`src/common/emb_pkg.sv`:
```
// Constants, types and register map of the external memory bus interface
package emb_pkg;
	// APB register byte offsets
	localparam logic [7:0] OFF_CTRL = 8'h00;
	localparam logic [7:0] OFF_STAT = 8'h04;
	localparam logic [7:0] OFF_P0_DATA = 8'h08;
	localparam logic [7:0] OFF_P0_DIR = 8'h0c;
	localparam logic [7:0] OFF_R0_DATA = 8'h10;
	localparam logic [7:0] OFF_R1_DATA = 8'h14;
	localparam logic [7:0] OFF_R2_DATA = 8'h18;
	localparam logic [7:0] OFF_R3_DATA = 8'h1c;
	localparam logic [7:0] OFF_R0_HIZ = 8'h20;
	localparam logic [7:0] OFF_R1_HIZ = 8'h24;
	localparam logic [7:0] OFF_R2_HIZ = 8'h28;
	localparam logic [7:0] OFF_R3_HIZ = 8'h2c;
	localparam logic [7:0] RST_PORT_DATA = 8'h00;
	localparam logic [7:0] RST_PORT_DIR = 8'h00;
	localparam logic [7:0] RST_PORT_HIZ = 8'h00;
	localparam logic [1:0] BOOT_SAMPLE_CYC = 2'h2;
	localparam logic [1:0] HALF_PER_CYCLE = 2'h2;

	typedef enum logic [1:0] {
		MODE_SINGLE = 2'h0,
		MODE_X64K = 2'h1,
		MODE_X4M_MIN = 2'h2,
		MODE_X4M_MAX = 2'h3
	} emb_mode_t;

	// Chip enable window size select: 8KB, 16KB, 32KB, 64KB
	localparam logic [1:0] SZ_8K = 2'h0;
	localparam logic [1:0] SZ_16K = 2'h1;
	localparam logic [1:0] SZ_32K = 2'h2;
	localparam logic [1:0] SZ_64K = 2'h3;

	// Inserted half-cycle wait states per selection
	localparam logic [3:0] WAIT_HALF [4] = '{4'h0, 4'h4, 4'h8, 4'hc};

	typedef struct packed {
		logic [5:0] rsv_hi;
		logic [1:0] wait_sel;
		logic rsv_lo;
		logic [2:0] ce_sel;
		logic [1:0] ce_size;
		emb_mode_t mode;
	} emb_ctrl_t;
	localparam logic [15:0] CTRL_WMASK = 16'h037f;

	typedef struct packed {
		logic [7:0] data_pins;
		logic [4:0] rsv;
		logic busy;
		logic boot_done;
		logic ext_boot;
	} emb_stat_t;

	typedef struct packed {
		logic wr;
		logic [23:0] addr;
		logic [7:0] wdata;
	} emb_cpu_req_t;

	// Decoder window bounds
	localparam logic [23:0] A_000000 = 24'h000000;
	localparam logic [23:0] A_001FFF = 24'h001fff;
	localparam logic [23:0] A_002000 = 24'h002000;
	localparam logic [23:0] A_003FFF = 24'h003fff;
	localparam logic [23:0] A_004000 = 24'h004000;
	localparam logic [23:0] A_005FFF = 24'h005fff;
	localparam logic [23:0] A_007000 = 24'h007000;
	localparam logic [23:0] A_007FFF = 24'h007fff;
	localparam logic [23:0] A_008000 = 24'h008000;
	localparam logic [23:0] A_009FFF = 24'h009fff;
	localparam logic [23:0] A_00A000 = 24'h00a000;
	localparam logic [23:0] A_00AFFF = 24'h00afff;
	localparam logic [23:0] A_00B000 = 24'h00b000;
	localparam logic [23:0] A_00BFFF = 24'h00bfff;
	localparam logic [23:0] A_00C000 = 24'h00c000;
	localparam logic [23:0] A_00DFFF = 24'h00dfff;
	localparam logic [23:0] A_00EFFF = 24'h00efff;
	localparam logic [23:0] A_00F000 = 24'h00f000;
	localparam logic [23:0] A_00FFFF = 24'h00ffff;
	localparam logic [23:0] A_010000 = 24'h010000;
	localparam logic [23:0] A_3FFFFF = 24'h3fffff;
	localparam logic [23:0] A_400000 = 24'h400000;
	localparam logic [23:0] A_7FFFFF = 24'h7fffff;
	localparam logic [23:0] A_800000 = 24'h800000;
	localparam logic [23:0] A_BFFFFF = 24'hbfffff;
	localparam logic [23:0] A_C00000 = 24'hc00000;
	localparam logic [23:0] A_FFFFFF = 24'hffffff;
endpackage : emb_pkg

```
`src/emb_bus.sv`:
```
// External memory bus interface: pin sharing, chip enable decoder, wait control
// Overview of operation
// Data bus pins act as 8-bit port in single chip, data bus when expanded.
// Port data and direction registers stay readable and writable while detached.
// Optional pull-up per data line is on only while that line is input.
// 22 address pins shared with output ports; all port bits in single chip.
// Expanded 64K: low 16 pins carry address, upper 6 stay port bits.
// Both 4M modes: all 22 pins carry the address bus.
// Detached output port data and high-impedance registers remain read/write storage.
// Read and write strobe pins are port bits in single chip, strobes expanded.
// Strobes assert only for external area accesses, never for internal memory.
// Three low chip enables; software selects enable or port per pin.
// A chip enable goes low only for external accesses in its window.
// All chip enables held high during halt or sleep standby.
// 64K internal boot windows follow the selected 8KB, 16KB or 32KB size.
// 64K external boot windows follow the selected 8KB to 64KB size.
// 4M modes: enables 1 and 2 fixed quarters, enable 0 depends on boot.
// Software selects 0, 4, 8 or 12 wait states for external cycles.
// Each wait state lasts half a clock cycle.
// Waits go between third and fourth bus states, lengthening the strobe.
// No waits for internal accesses or on the low-speed oscillator clock.
// After reset mode is single chip, or the preset mode with external boot.
// External device drives read data before strobe end and latches write data.
//
// The APB slave port and the placing of the registers were decided locally.
`timescale 1ns/1ps
module emb_bus
	import emb_pkg::*;
#(
	parameter emb_mode_t BOOT_PRESET_MODE = MODE_X64K,
	parameter bit PULLUP_OPT = 1'b1
) (
	input wire logic pclk,
	input wire logic presetn,
	input wire logic psel,
	input wire logic penable,
	input wire logic pwrite,
	input wire logic [7:0] paddr,
	input wire logic [31:0] pwdata,
	output logic [31:0] prdata,
	output logic pready,
	output logic pslverr,
	input wire logic cpu_req,
	input wire emb_cpu_req_t cpu_cmd,
	output logic cpu_ack,
	output logic [7:0] cpu_rdata,
	input wire logic cpu_standby,
	input wire logic low_speed_oscillator_clock,
	input wire logic external_boot_mode_n,
	input wire logic [7:0] ext_data_lines_i,
	output logic [7:0] ext_data_lines_o,
	output logic [7:0] ext_data_lines_oe,
	output logic [7:0] ext_data_pullup_en,
	output logic [21:0] ext_address_lines_o,
	output logic [21:0] ext_address_lines_oe,
	output logic read_strobe_n_o,
	output logic read_strobe_oe,
	output logic write_strobe_n_o,
	output logic write_strobe_oe,
	output logic [2:0] chip_enable_n_o,
	output logic [2:0] chip_enable_oe
);
	typedef enum logic [5:0] {
		ST_IDLE = 6'b000001,
		ST_T1 = 6'b000010,
		ST_T2 = 6'b000100,
		ST_T3 = 6'b001000,
		ST_TW = 6'b010000,
		ST_T4 = 6'b100000
	} emb_state_t;

	emb_state_t st;
	emb_state_t next_st;
	emb_ctrl_t ctrl;
	logic [7:0] p0_data, p0_dir;
	logic [7:0] r0_data, r1_data, r2_data, r3_data;
	logic [7:0] r0_hiz, r1_hiz, r2_hiz, r3_hiz;
	logic xb_s1, xb_s2;
	logic [7:0] din_s1, din_s2;
	logic [1:0] boot_cnt;
	logic boot_done, ext_boot;
	logic [21:0] addr_q;
	logic [7:0] dout_q;
	logic dout_oe_q;
	logic rd_n, wr_n, cur_wr, cur_ext, cur_slow;
	logic [2:0] ce_n, cur_ce;
	logic [2:0] wcnt, wtotal;
	logic take, take_ext;
	logic [2:0] dec_ce;
	logic exp_mode, hi_bus;
	logic [21:0] bus_mask, port_all, hiz_all;
	logic [2:0] ce_pin_sel;
	logic apb_setup, apb_wr;
	logic [3:0] slen;

	function automatic logic inr(input logic [23:0] a, input logic [23:0] lo,
		input logic [23:0] hi);
		return (a >= lo) && (a <= hi);
	endfunction : inr

	function automatic logic ext_area(input logic [23:0] a, input emb_mode_t m,
		input logic xb);
		logic r;
		r = 1'b0;
		case (m)
			MODE_X64K: r = xb ? inr(a, A_000000, A_00EFFF) : inr(a, A_007000, A_00EFFF);
			MODE_X4M_MIN, MODE_X4M_MAX: begin
				if (xb)
					r = inr(a, A_000000, A_BFFFFF) && !inr(a, A_00F000, A_00FFFF);
				else
					r = (a >= A_400000);
			end
			default: r = 1'b0;
		endcase
		return r;
	endfunction : ext_area

	function automatic logic [2:0] ce_decode(input logic [23:0] a, input emb_mode_t m,
		input logic xb, input logic [1:0] sz);
		logic [2:0] c;
		c = 3'b000;
		if (m == MODE_X64K && !xb) begin
			case (sz)
				SZ_8K: c = {inr(a, A_00C000, A_00DFFF), inr(a, A_00A000, A_00BFFF),
					inr(a, A_008000, A_009FFF)};
				SZ_16K: c = {1'b0, inr(a, A_00B000, A_00EFFF), inr(a, A_007000, A_00AFFF)};
				SZ_32K: c = {2'b00, inr(a, A_008000, A_00EFFF)};
				default: c = 3'b000;
			endcase
		end else if (m == MODE_X64K) begin
			case (sz)
				SZ_8K: c = {inr(a, A_004000, A_005FFF), inr(a, A_002000, A_003FFF),
					inr(a, A_000000, A_001FFF)};
				SZ_16K: c = {inr(a, A_008000, A_00BFFF), inr(a, A_004000, A_007FFF),
					inr(a, A_000000, A_003FFF)};
				SZ_32K: c = {1'b0, inr(a, A_008000, A_00EFFF), inr(a, A_000000, A_007FFF)};
				default: c = {2'b00, inr(a, A_000000, A_00EFFF)};
			endcase
		end else if (m == MODE_X4M_MIN || m == MODE_X4M_MAX) begin
			c[1] = inr(a, A_400000, A_7FFFFF);
			c[2] = inr(a, A_800000, A_BFFFFF);
			c[0] = xb ? (inr(a, A_000000, A_00EFFF) || inr(a, A_010000, A_3FFFFF))
				: inr(a, A_C00000, A_FFFFFF);
		end
		return c;
	endfunction : ce_decode

	// Strap and data pins come from outside: two flops before use
	always_ff @(posedge pclk or negedge presetn) begin
		if (!presetn) begin
			xb_s1 <= 1'b0;
			xb_s2 <= 1'b0;
			din_s1 <= 8'h00;
			din_s2 <= 8'h00;
		end else begin
			xb_s1 <= !external_boot_mode_n;
			xb_s2 <= xb_s1;
			din_s1 <= ext_data_lines_i;
			din_s2 <= din_s1;
		end
	end

	// Strap caught once the synchroniser has settled after release
	always_ff @(posedge pclk or negedge presetn) begin
		if (!presetn) begin
			boot_cnt <= 2'h0;
			boot_done <= 1'b0;
			ext_boot <= 1'b0;
		end else if (!boot_done) begin
			if (boot_cnt == BOOT_SAMPLE_CYC) begin
				boot_done <= 1'b1;
				ext_boot <= xb_s2;
			end else begin
				boot_cnt <= boot_cnt + 2'h1;
			end
		end
	end

	assign apb_setup = psel && !penable;
	assign apb_wr = psel && penable && pwrite;
	assign pready = 1'b1;
	assign pslverr = psel && penable && (paddr > OFF_R3_HIZ || paddr[1:0] != 2'b00);

	always_ff @(posedge pclk or negedge presetn) begin
		if (!presetn) begin
			ctrl <= '0;
		end else if (!boot_done) begin
			if (boot_cnt == BOOT_SAMPLE_CYC)
				ctrl.mode <= xb_s2 ? BOOT_PRESET_MODE : MODE_SINGLE;
		end else if (apb_wr && paddr == OFF_CTRL) begin
			ctrl <= emb_ctrl_t'(pwdata[15:0] & CTRL_WMASK);
			// Single chip needs the internal program memory
			if (ext_boot && emb_mode_t'(pwdata[1:0]) == MODE_SINGLE)
				ctrl.mode <= ctrl.mode;
		end
	end

	// Port storage is always reachable, whatever the pins are doing
	always_ff @(posedge pclk or negedge presetn) begin
		if (!presetn) begin
			p0_data <= RST_PORT_DATA;
			p0_dir <= RST_PORT_DIR;
			r0_data <= RST_PORT_DATA;
			r1_data <= RST_PORT_DATA;
			r2_data <= RST_PORT_DATA;
			r3_data <= RST_PORT_DATA;
			r0_hiz <= RST_PORT_HIZ;
			r1_hiz <= RST_PORT_HIZ;
			r2_hiz <= RST_PORT_HIZ;
			r3_hiz <= RST_PORT_HIZ;
		end else if (apb_wr) begin
			case (paddr)
				OFF_P0_DATA: p0_data <= pwdata[7:0];
				OFF_P0_DIR: p0_dir <= pwdata[7:0];
				OFF_R0_DATA: r0_data <= pwdata[7:0];
				OFF_R1_DATA: r1_data <= pwdata[7:0];
				OFF_R2_DATA: r2_data <= pwdata[7:0];
				OFF_R3_DATA: r3_data <= {5'h00, pwdata[2:0]};
				OFF_R0_HIZ: r0_hiz <= pwdata[7:0];
				OFF_R1_HIZ: r1_hiz <= pwdata[7:0];
				OFF_R2_HIZ: r2_hiz <= pwdata[7:0];
				OFF_R3_HIZ: r3_hiz <= {5'h00, pwdata[2:0]};
				default: ;
			endcase
		end
	end

	// Read data captured in the setup phase so the access phase needs no wait
	always_ff @(posedge pclk or negedge presetn) begin
		if (!presetn) begin
			prdata <= 32'h0;
		end else if (apb_setup) begin
			case (paddr)
				OFF_CTRL: prdata <= {16'h0, ctrl};
				OFF_STAT: prdata <= {16'h0, emb_stat_t'({din_s2, 5'h00,
					(st != ST_IDLE), boot_done, ext_boot})};
				OFF_P0_DATA: prdata <= {24'h0, p0_data};
				OFF_P0_DIR: prdata <= {24'h0, p0_dir};
				OFF_R0_DATA: prdata <= {24'h0, r0_data};
				OFF_R1_DATA: prdata <= {24'h0, r1_data};
				OFF_R2_DATA: prdata <= {24'h0, r2_data};
				OFF_R3_DATA: prdata <= {24'h0, r3_data};
				OFF_R0_HIZ: prdata <= {24'h0, r0_hiz};
				OFF_R1_HIZ: prdata <= {24'h0, r1_hiz};
				OFF_R2_HIZ: prdata <= {24'h0, r2_hiz};
				OFF_R3_HIZ: prdata <= {24'h0, r3_hiz};
				default: prdata <= 32'h0;
			endcase
		end
	end

	// Standby blocks new accesses; a held request waits for the ack to drop
	assign take = cpu_req && !cpu_ack && !cpu_standby && st == ST_IDLE;
	assign take_ext = take && ext_area(cpu_cmd.addr, ctrl.mode, ext_boot);
	assign dec_ce = ce_decode(cpu_cmd.addr, ctrl.mode, ext_boot, ctrl.ce_size);
	// Half-cycle states paired into whole clocks; none on the slow clock
	assign wtotal = cur_slow ? 3'h0
		: 3'(WAIT_HALF[ctrl.wait_sel] / 4'(HALF_PER_CYCLE));

	always_comb begin
		next_st = st;
		case (st)
			ST_IDLE: next_st = take_ext ? ST_T1 : ST_IDLE;
			ST_T1: next_st = ST_T2;
			ST_T2: next_st = ST_T3;
			ST_T3: next_st = (wtotal == 3'h0) ? ST_T4 : ST_TW;
			ST_TW: next_st = (wcnt == 3'h0) ? ST_T4 : ST_TW;
			ST_T4: next_st = ST_IDLE;
			default: next_st = ST_IDLE;
		endcase
	end

	always_ff @(posedge pclk or negedge presetn) begin
		if (!presetn)
			st <= ST_IDLE;
		else
			st <= next_st;
	end

	always_ff @(posedge pclk or negedge presetn) begin
		if (!presetn)
			wcnt <= 3'h0;
		else if (st == ST_T3)
			wcnt <= wtotal - 3'h1;
		else if (st == ST_TW)
			wcnt <= wcnt - 3'h1;
	end

	always_ff @(posedge pclk or negedge presetn) begin
		if (!presetn) begin
			cur_wr <= 1'b0;
			cur_ext <= 1'b0;
			cur_slow <= 1'b0;
			cur_ce <= 3'b000;
			addr_q <= 22'h0;
			dout_q <= 8'h00;
		end else if (take) begin
			cur_wr <= cpu_cmd.wr;
			cur_ext <= take_ext;
			cur_slow <= low_speed_oscillator_clock;
			cur_ce <= take_ext ? dec_ce : 3'b000;
			if (take_ext) begin
				addr_q <= cpu_cmd.addr[21:0];
				dout_q <= cpu_cmd.wdata;
			end
		end
	end

	// Internal accesses answer at once; external ones at the end of T4
	always_ff @(posedge pclk or negedge presetn) begin
		if (!presetn) begin
			cpu_ack <= 1'b0;
			cpu_rdata <= 8'h00;
		end else begin
			cpu_ack <= (take && !take_ext) || st == ST_T4;
			if (st == ST_T4 && !cur_wr)
				cpu_rdata <= din_s2;
		end
	end

	// Strobes low over T2, T3 and the waits; high again in T4
	always_ff @(posedge pclk or negedge presetn) begin
		if (!presetn) begin
			rd_n <= 1'b1;
			wr_n <= 1'b1;
		end else if (st == ST_T1) begin
			rd_n <= cur_wr;
			wr_n <= !cur_wr;
		end else if (next_st == ST_T4 || st == ST_IDLE) begin
			rd_n <= 1'b1;
			wr_n <= 1'b1;
		end
	end

	always_ff @(posedge pclk or negedge presetn) begin
		if (!presetn)
			ce_n <= 3'b111;
		else if (cpu_standby)
			ce_n <= 3'b111;
		else if (take_ext)
			ce_n <= ~dec_ce;
		else if (st == ST_T4)
			ce_n <= 3'b111;
	end

	always_ff @(posedge pclk or negedge presetn) begin
		if (!presetn)
			dout_oe_q <= 1'b0;
		else if (take_ext && cpu_cmd.wr)
			dout_oe_q <= 1'b1;
		else if (st == ST_T4)
			dout_oe_q <= 1'b0;
	end

	// Pin sharing muxes
	assign exp_mode = (ctrl.mode != MODE_SINGLE);
	assign hi_bus = (ctrl.mode == MODE_X4M_MIN || ctrl.mode == MODE_X4M_MAX);
	assign bus_mask = {{6{hi_bus}}, {16{exp_mode}}};
	assign port_all = {r2_data[5:0], r1_data, r0_data};
	assign hiz_all = {r2_hiz[5:0], r1_hiz, r0_hiz};
	assign ext_address_lines_o = (addr_q & bus_mask) | (port_all & ~bus_mask);
	assign ext_address_lines_oe = bus_mask | ~hiz_all;
	assign read_strobe_n_o = exp_mode ? rd_n : r2_data[6];
	assign read_strobe_oe = exp_mode || !r2_hiz[6];
	assign write_strobe_n_o = exp_mode ? wr_n : r2_data[7];
	assign write_strobe_oe = exp_mode || !r2_hiz[7];
	assign ce_pin_sel = {3{exp_mode}} & ctrl.ce_sel;
	assign chip_enable_n_o = (ce_n & ce_pin_sel) | (r3_data[2:0] & ~ce_pin_sel);
	assign chip_enable_oe = ce_pin_sel | ~r3_hiz[2:0];
	assign ext_data_lines_o = exp_mode ? dout_q : p0_data;
	assign ext_data_lines_oe = exp_mode ? {8{dout_oe_q}} : p0_dir;
	assign ext_data_pullup_en = {8{PULLUP_OPT}} & ~ext_data_lines_oe;

	// Strobe length helper for checking
	always_ff @(posedge pclk or negedge presetn) begin
		if (!presetn)
			slen <= 4'h0;
		else if (!rd_n || !wr_n)
			slen <= slen + 4'h1;
		else
			slen <= 4'h0;
	end

	AST_STANDBY_CE: assert property (@(posedge pclk) disable iff (!presetn)
		cpu_standby |=> ce_n == 3'b111) else $error("chip enable low in standby");
	AST_SINGLE_PORT: assert property (@(posedge pclk) disable iff (!presetn)
		ctrl.mode == MODE_SINGLE |-> ext_address_lines_o == port_all
		&& read_strobe_n_o == r2_data[6]) else $error("single chip pins not port");
	AST_64K_UPPER: assert property (@(posedge pclk) disable iff (!presetn)
		ctrl.mode == MODE_X64K |-> ext_address_lines_o[21:16] == r2_data[5:0]
		&& ext_address_lines_o[15:0] == addr_q[15:0]) else $error("64K pin split wrong");
	AST_4M_ADDR: assert property (@(posedge pclk) disable iff (!presetn)
		hi_bus |-> ext_address_lines_o == addr_q) else $error("4M address not on pins");
	AST_STROBE_EXT: assert property (@(posedge pclk) disable iff (!presetn)
		(!rd_n || !wr_n) |-> cur_ext) else $error("strobe on internal access");
	AST_CE_MATCH: assert property (@(posedge pclk) disable iff (!presetn)
		ce_n != 3'b111 |-> cur_ext && ~ce_n == cur_ce) else $error("chip enable mismatch");
	AST_WAIT_LEN: assert property (@(posedge pclk) disable iff (!presetn)
		st == ST_T4 |-> slen == 4'(wtotal) + 4'h2) else $error("strobe length wrong");
	AST_NO_WAIT_SLOW: assert property (@(posedge pclk) disable iff (!presetn)
		st == ST_T3 && cur_slow |=> st == ST_T4) else $error("wait on slow clock");
	AST_INT_FAST: assert property (@(posedge pclk) disable iff (!presetn)
		take && !take_ext |=> cpu_ack && st == ST_IDLE && rd_n && wr_n)
		else $error("internal access not immediate");
	AST_RESET_MODE: assert property (@(posedge pclk) disable iff (!presetn)
		$rose(boot_done) |-> ctrl.mode == (ext_boot ? BOOT_PRESET_MODE : MODE_SINGLE))
		else $error("mode after reset wrong");
	AST_PULLUP: assert property (@(posedge pclk) disable iff (!presetn)
		exp_mode && dout_oe_q |-> ext_data_pullup_en == 8'h00) else $error("pull-up on output");
endmodule : emb_bus

```
`config.mk`:
```
export PLATFORM = sky130hd
export DESIGN_NAME = emb_bus
export DESIGN_NICKNAME = d
export VERILOG_FILES = /design/src/common/emb_pkg.sv /design/src/emb_bus.sv
export SDC_FILE = /design/constraint.sdc
export NUM_CORES = 1
export LEC_CHECK = 0
export BUFFER_PORTS_ARGS = -buffer_cell sky130_fd_sc_hd__buf_2
export CAP_MARGIN = 20
export CORE_UTILIZATION = 50
export CTS_BUF_LIST = sky130_fd_sc_hd__clkbuf_8
export DETAILED_ROUTE_END_ITERATION = 12
export GPL_TIMING_DRIVEN = 0
export PLACE_DENSITY = 0.83
export SLEW_MARGIN = 30
export SYNTH_ARGS = -nofsm -noshare
export SYNTH_HDL_FRONTEND = slang
export SYNTH_SLANG_ARGS = --single-unit
```
`constraint.sdc`:
```
create_clock -name pclk -period 4.1 [get_ports pclk]
set_input_delay 0.205 -clock pclk [delete_from_list [all_inputs] [get_ports pclk]]
set_output_delay 0.205 -clock pclk [all_outputs]
set_load 0.005 [all_outputs]
```
## After elaboration in Yosys (flattened, before gate mapping)

Index checks and enable logic that the tools add are counted.

| word-level totals | value |
|---|---|
| register bits | 189 |
| bits of input ports | 90 |
| output and inout bits | 121 |
| logic and storage cells | 231 |

| cells by class | value |
|---|---|
| add/sub/neg operators | 3 |
| $lt $le $gt $ge | 29 |
| equality and inequality tests | 27 |
| mux-type cells | 39 |
| bitwise operators | 18 |
| reductions and logical operators | 81 |

Operators by type and width:

| cell | number |
|---|---|
| case mux 16 bit (12 select lines) | 1 |
| <= comparator 24 x 16 -> 1 bit (second input constant) | 6 |
| >= comparator 24 x 16 -> 1 bit (second input constant) | 5 |
| >= comparator 24 x 15 -> 1 bit (second input constant) | 2 |
| >= comparator 24 bit (second input constant) | 2 |
| <= comparator 24 x 15 -> 1 bit (second input constant) | 2 |
| <= comparator 24 bit (second input constant) | 2 |
| bitwise AND 22 bit | 2 |
| NOT 22 bit | 2 |
| OR 22 bit | 2 |
| logical AND 1 bit | 36 |
| == test 8 x 5 -> 1 bit (second input constant) | 4 |
| == test 8 x 6 -> 1 bit (second input constant) | 4 |
| case mux 6 bit (5 select lines) | 1 |
| AND reduction 2 bit | 14 |
| 2-to-1 mux 3 bit | 9 |
| >= comparator 24 x 1 -> 1 bit (second input constant) | 1 |
| >= comparator 24 x 14 -> 1 bit (second input constant) | 1 |
| >= comparator 24 x 17 -> 1 bit (second input constant) | 1 |
| >= comparator 24 x 23 -> 1 bit (second input constant) | 1 |
| <= comparator 24 x 13 -> 1 bit (second input constant) | 1 |
| <= comparator 24 x 14 -> 1 bit (second input constant) | 1 |
| <= comparator 24 x 22 -> 1 bit (second input constant) | 1 |
| <= comparator 24 x 23 -> 1 bit (second input constant) | 1 |
| other kinds (40) | 95 |

## Longest topological paths before layout

| logic depth | value |
|---|---|
| depth after elaboration | 13 |
| depth in mapped cells | 10 |
| gate-level depth less buffers | 9 |

## Worst setup path before layout

OpenSTA, ideal clock, no wires.

| path | value |
|---|---|
| kind | register to register |
| from | register st[4] |
| to | register addr_q[10] |
| setup time | 0.125 ns |
| arrival | 2.029 ns |
| data required time | 3.975 ns |
| setup slack | 1.945 ns |
| cell stages (with the launch flop) | 9 |
| buffers on the path | 3 |
| clock period less this slack | 2.155 ns |
| cell sequence | dfrtp_1 buf_6 or4_4 nor2_2 and3_2 and2_4 buf_12 buf_12 mux2_4 |

| on the way | value |
|---|---|
| cells in the longest elaborated chain, start to end | 4 |

RTL lines:

| element | RTL line | source |
|---|---|---|
| from (decl) | emb_bus.sv:72 | `emb_state_t st;` |
| from (signal assigned) | emb_bus.sv:277 | `st <= next_st;` |
| == test 6 x 1 -> 1 bit (*) | emb_bus.sv:253 | `assign take = cpu_req && !cpu_ack && !cpu_standby && st == ST_IDLE;` |
| logical AND 1 bit (*) | emb_bus.sv:253 |  |
| logical AND 1 bit | emb_bus.sv:254 | `assign take_ext = take && ext_area(cpu_cmd.addr, ctrl.mode, ext_boot);` |
| AND reduction 2 bit (no line) (*) | - |  |
| to (signal assigned) | emb_bus.sv:303 | `addr_q <= cpu_cmd.addr[21:0];` |
| to (decl) | emb_bus.sv:82 | `logic [21:0] addr_q;` |

Every way passes the cells marked *; elsewhere a longest branch is shown, timed or not.
A chain may end at the register's enable or synchronous reset.

## Worst setup path after layout

| path | value |
|---|---|
| from | register ctrl[1] in the netlist's numbering |
| to | output port ext_address_lines_oe[9] |

| on the way | value |
|---|---|
| cells in the longest elaborated chain, start to end | 2 |

RTL lines:

| element | RTL line | source |
|---|---|---|
| from (decl) | emb_bus.sv:74 | `emb_ctrl_t ctrl;` |
| from (signal assigned) | emb_bus.sv:191 | `ctrl <= emb_ctrl_t'(pwdata[15:0] & CTRL_WMASK);` |
| nonzero test 2 bit | emb_bus.sv:356 | `assign exp_mode = (ctrl.mode != MODE_SINGLE);` |
| OR 22 bit | emb_bus.sv:362 | `assign ext_address_lines_oe = bus_mask \| ~hiz_all;` |
| to (decl) | emb_bus.sv:55 | `output logic [21:0] ext_address_lines_oe,` |

No other way between the ends.

==> qor.yml <==
layout:
  fin_util_pct: 63.3
  fin_nets: 1057
  layout_commonest_cell: "buf_2"
  layout-drive-gt1-share_pct: 42.1
  insertedDiodeCount: 0
  layout_common_cells: "buf_2 (172), dfrtp_1 (167), mux2_2 (128)"
  syn_to_final_growth_pct: 23.4
detailed_routing:
  drt_pre_antenna_iters: 6
  drt-initial-drc-count: 654
  wl_per_cell_um: 20.1
  via_count: 6810
  final_antenna_net_count: 0
  viasPerCell: 5.69
  wl_um: 24000
  drc: 0
global_routing:
  grt_start_max_net_pins: 88
  grt_pass1_wl_um: 37400
  grt_pass1_vias: 6775
  track_usage_pct: 28.3
  globalRouteOverflowTotal: 0
  grt_antenna_before_repair: 0
worst_setup_path:
  path_class: "reg2out"
  cp.arrival_ns: 2.95
  cp_max_fo: 10
  cp-start-kind: "register"
  crit_path_end_kind: "output port"
  required_ns: 3.89
  rr_worst_depth: 8
timing:
  tns_ns: 0
  hold_violations: 0
  worst_pin_slew_ns: 0.940
  slew_viol_final: 0
  clock_skew_ns: 0.0133
  hold-worst-slack_ns: 0.0201
  min_period_ns: 3.16
  timing.slew.headroom_pct: 35.7
  fin_ws_ns: 0.943
  setup_viol: 0
  fmax_ghz: 0.317
  rsz0062_at_grt: "no"
  fin_crit_sh_pct: 77.0
synthesis:
  ys_ff_latch: 173
  synth_area_um2: 8530
  seq_area_frac_synth_pct: 50.8
  syn_area_per_cell_um2: 11.9
  ys_types: 66
  yosysWarnings: 0
  async_reset_ff_share_pct: 100
  synth_ff_type: "dfrtp_1"
  synth_edf_count: 0
  syn_inst: 719
floorplanning:
  initial_core_util_pct: 51.3
  die_area_um2: 17600
  ios: 211
  die_y_um: 133
  std_cell_rows: 47
  fp.coreArea_um2: 16600
  die_width_um: 133
clock_tree:
  cts.sinks: 173
  cts.clk_slew.worst_paths_ns: 0.09
  cts_setup_buffers: 0
  clkLatencyLatePin_ns: 0.47
  numCtsBuffers: 17
  cts_tree: "yes"
  cts-root-buf: "clkbuf_8"
  cts_htree_levels: 4
  clockBufferDepth: 2
placed_design:
  pre_cts_slack_ns: 1.55
  dp_hpwl_um: 17100
  portBuffers: 170
  gp_congestion: 0.963
worst_hold_path:
  hold_class: "in2reg"
  min_delay_path_depth: 3
run:
  maxCapViolCount: 0
power_and_ir_drop:
  total_leakage_power_nw: 5.18
  powerDensity_nw_per_um2: 303
  vdd_drop_max_v: 0.000208
  power_mw: 3.19
outcome:
  status: "finished, final reports clean"
[worst max-delay path, cell delays in order, from the launching register on]
cell,delay (ns)
dfrtp_1,0.47
nor2_1,0.73
clkbuf_1,0.47
clkbuf_1,0.49
nand2_1,0.15
buf_2,0.16
[logic make-up after synthesis]
| kind of cell | Yosys count | synth area share [%] |
|---|---|---|
| mux | 167 | 23.5 |
| compound gates | 103 | 7.91 |
| simple gates | 202 | 12.4 |
| other cells | 2 | 0.0880 |
| fa+ha+maj | 2 | 0.293 |
| buf+inv | 65 | 4.50 |
| flops | 173 | 50.8 |
| xor+xnor | 5 | 0.513 |
[registers in the layout, indices dropped and copies added, names as in the netlist, 6 cells and up]
signal and count:
r0_data 8, r0_hiz 8, r1_hiz 8, dout_q 8, r2_hiz 8, prdata 16
p0_dir 8, addr_q 22, din_s2 8, din_s1 8, p0_data 8, ctrl 9
cpu_rdata 8, r2_data 8, st 6, r1_data 8
[synth_stat cells, types with 10 or more instances]
master	count	area share, %
a21oi_1	27	1.6
inv_1	13	0.57
clkbuf_1	26	1.1
nand3_1	13	0.76
mux2i_1	10	1.2
mux2_2	128	17
mux2_4	24	4.2
nand2b_1	10	0.73
o21ai_0	22	1.3
nand2_1	78	3.4
nor2_1	31	1.4
dfrtp_1	167	49
a22oi_1	10	0.88
buf_4	17	1.5
[final timing paths]
check	start	end	slack [ns]
setup / recovery	ctrl[1]$_DFFE_PN0P_	ext_address_lines_oe[9]	0.94
hold / removal	cpu_req	cpu_ack$_DFF_PN0_	0.02
setup reg to reg	st[4]$_DFF_PN0_	addr_q[12]$_DFFE_PN0P_	1.77
hold reg to reg	din_s1[6]$_DFF_PN0_	din_s2[6]$_DFF_PN0_	0.36
max in group asynchronous	presetn	wr_n$_DFFE_PN1P_	2.96
min in group asynchronous	presetn	r0_hiz[5]$_DFFE_PN0P_	0.27
[routing by layer]
metal / up-vias / global-route usage (%) / routed length, um
met5: - / 0 / 0
met4: 0 / 12.8 / 811
met2: 318 / 44.6 / 11400
met3: 54 / 5.98 / 1530
met1: 3390 / 37.7 / 10300
li1: 3048 / - / -
[through the flow]
stage	cells	cell area, um^2
2_1_floorplan	734	8590
3_3_place_gp	1124	9710
3_5_place_dp	1125	9760
4_1_cts	1197	10500
5_1_grt	1197	10500
6_report	1197	10500
[repair_timing]
action / in CTS / in global routing
endpoints found under the hold margin: 125 / 0
resized for setup: 0 / 0
hold buffers: 41 / 0
[cell type report]
class | instances | area, um^2
Buffer | 51 | 332
Clock buffer | 20 | 275
Clock inverter | 11 | 85.1
Fill cell | 1311 | 6120
Inverter | 14 | 52.6
Multi-Input combinational cell | 496 | 3870
Sequential cell | 173 | 4340
Tap cell | 220 | 275
Timing Repair Buffer | 212 | 1300
[report_power, final]
group	internal (mW)	switching (mW)	total [mW]
Clock	0.471	0.635	1.11
Combinational	0.142	0.169	0.311
Sequential	1.74	0.0291	1.77
Total	2.36	0.833	3.19
(Power assumes the default switching activity.)
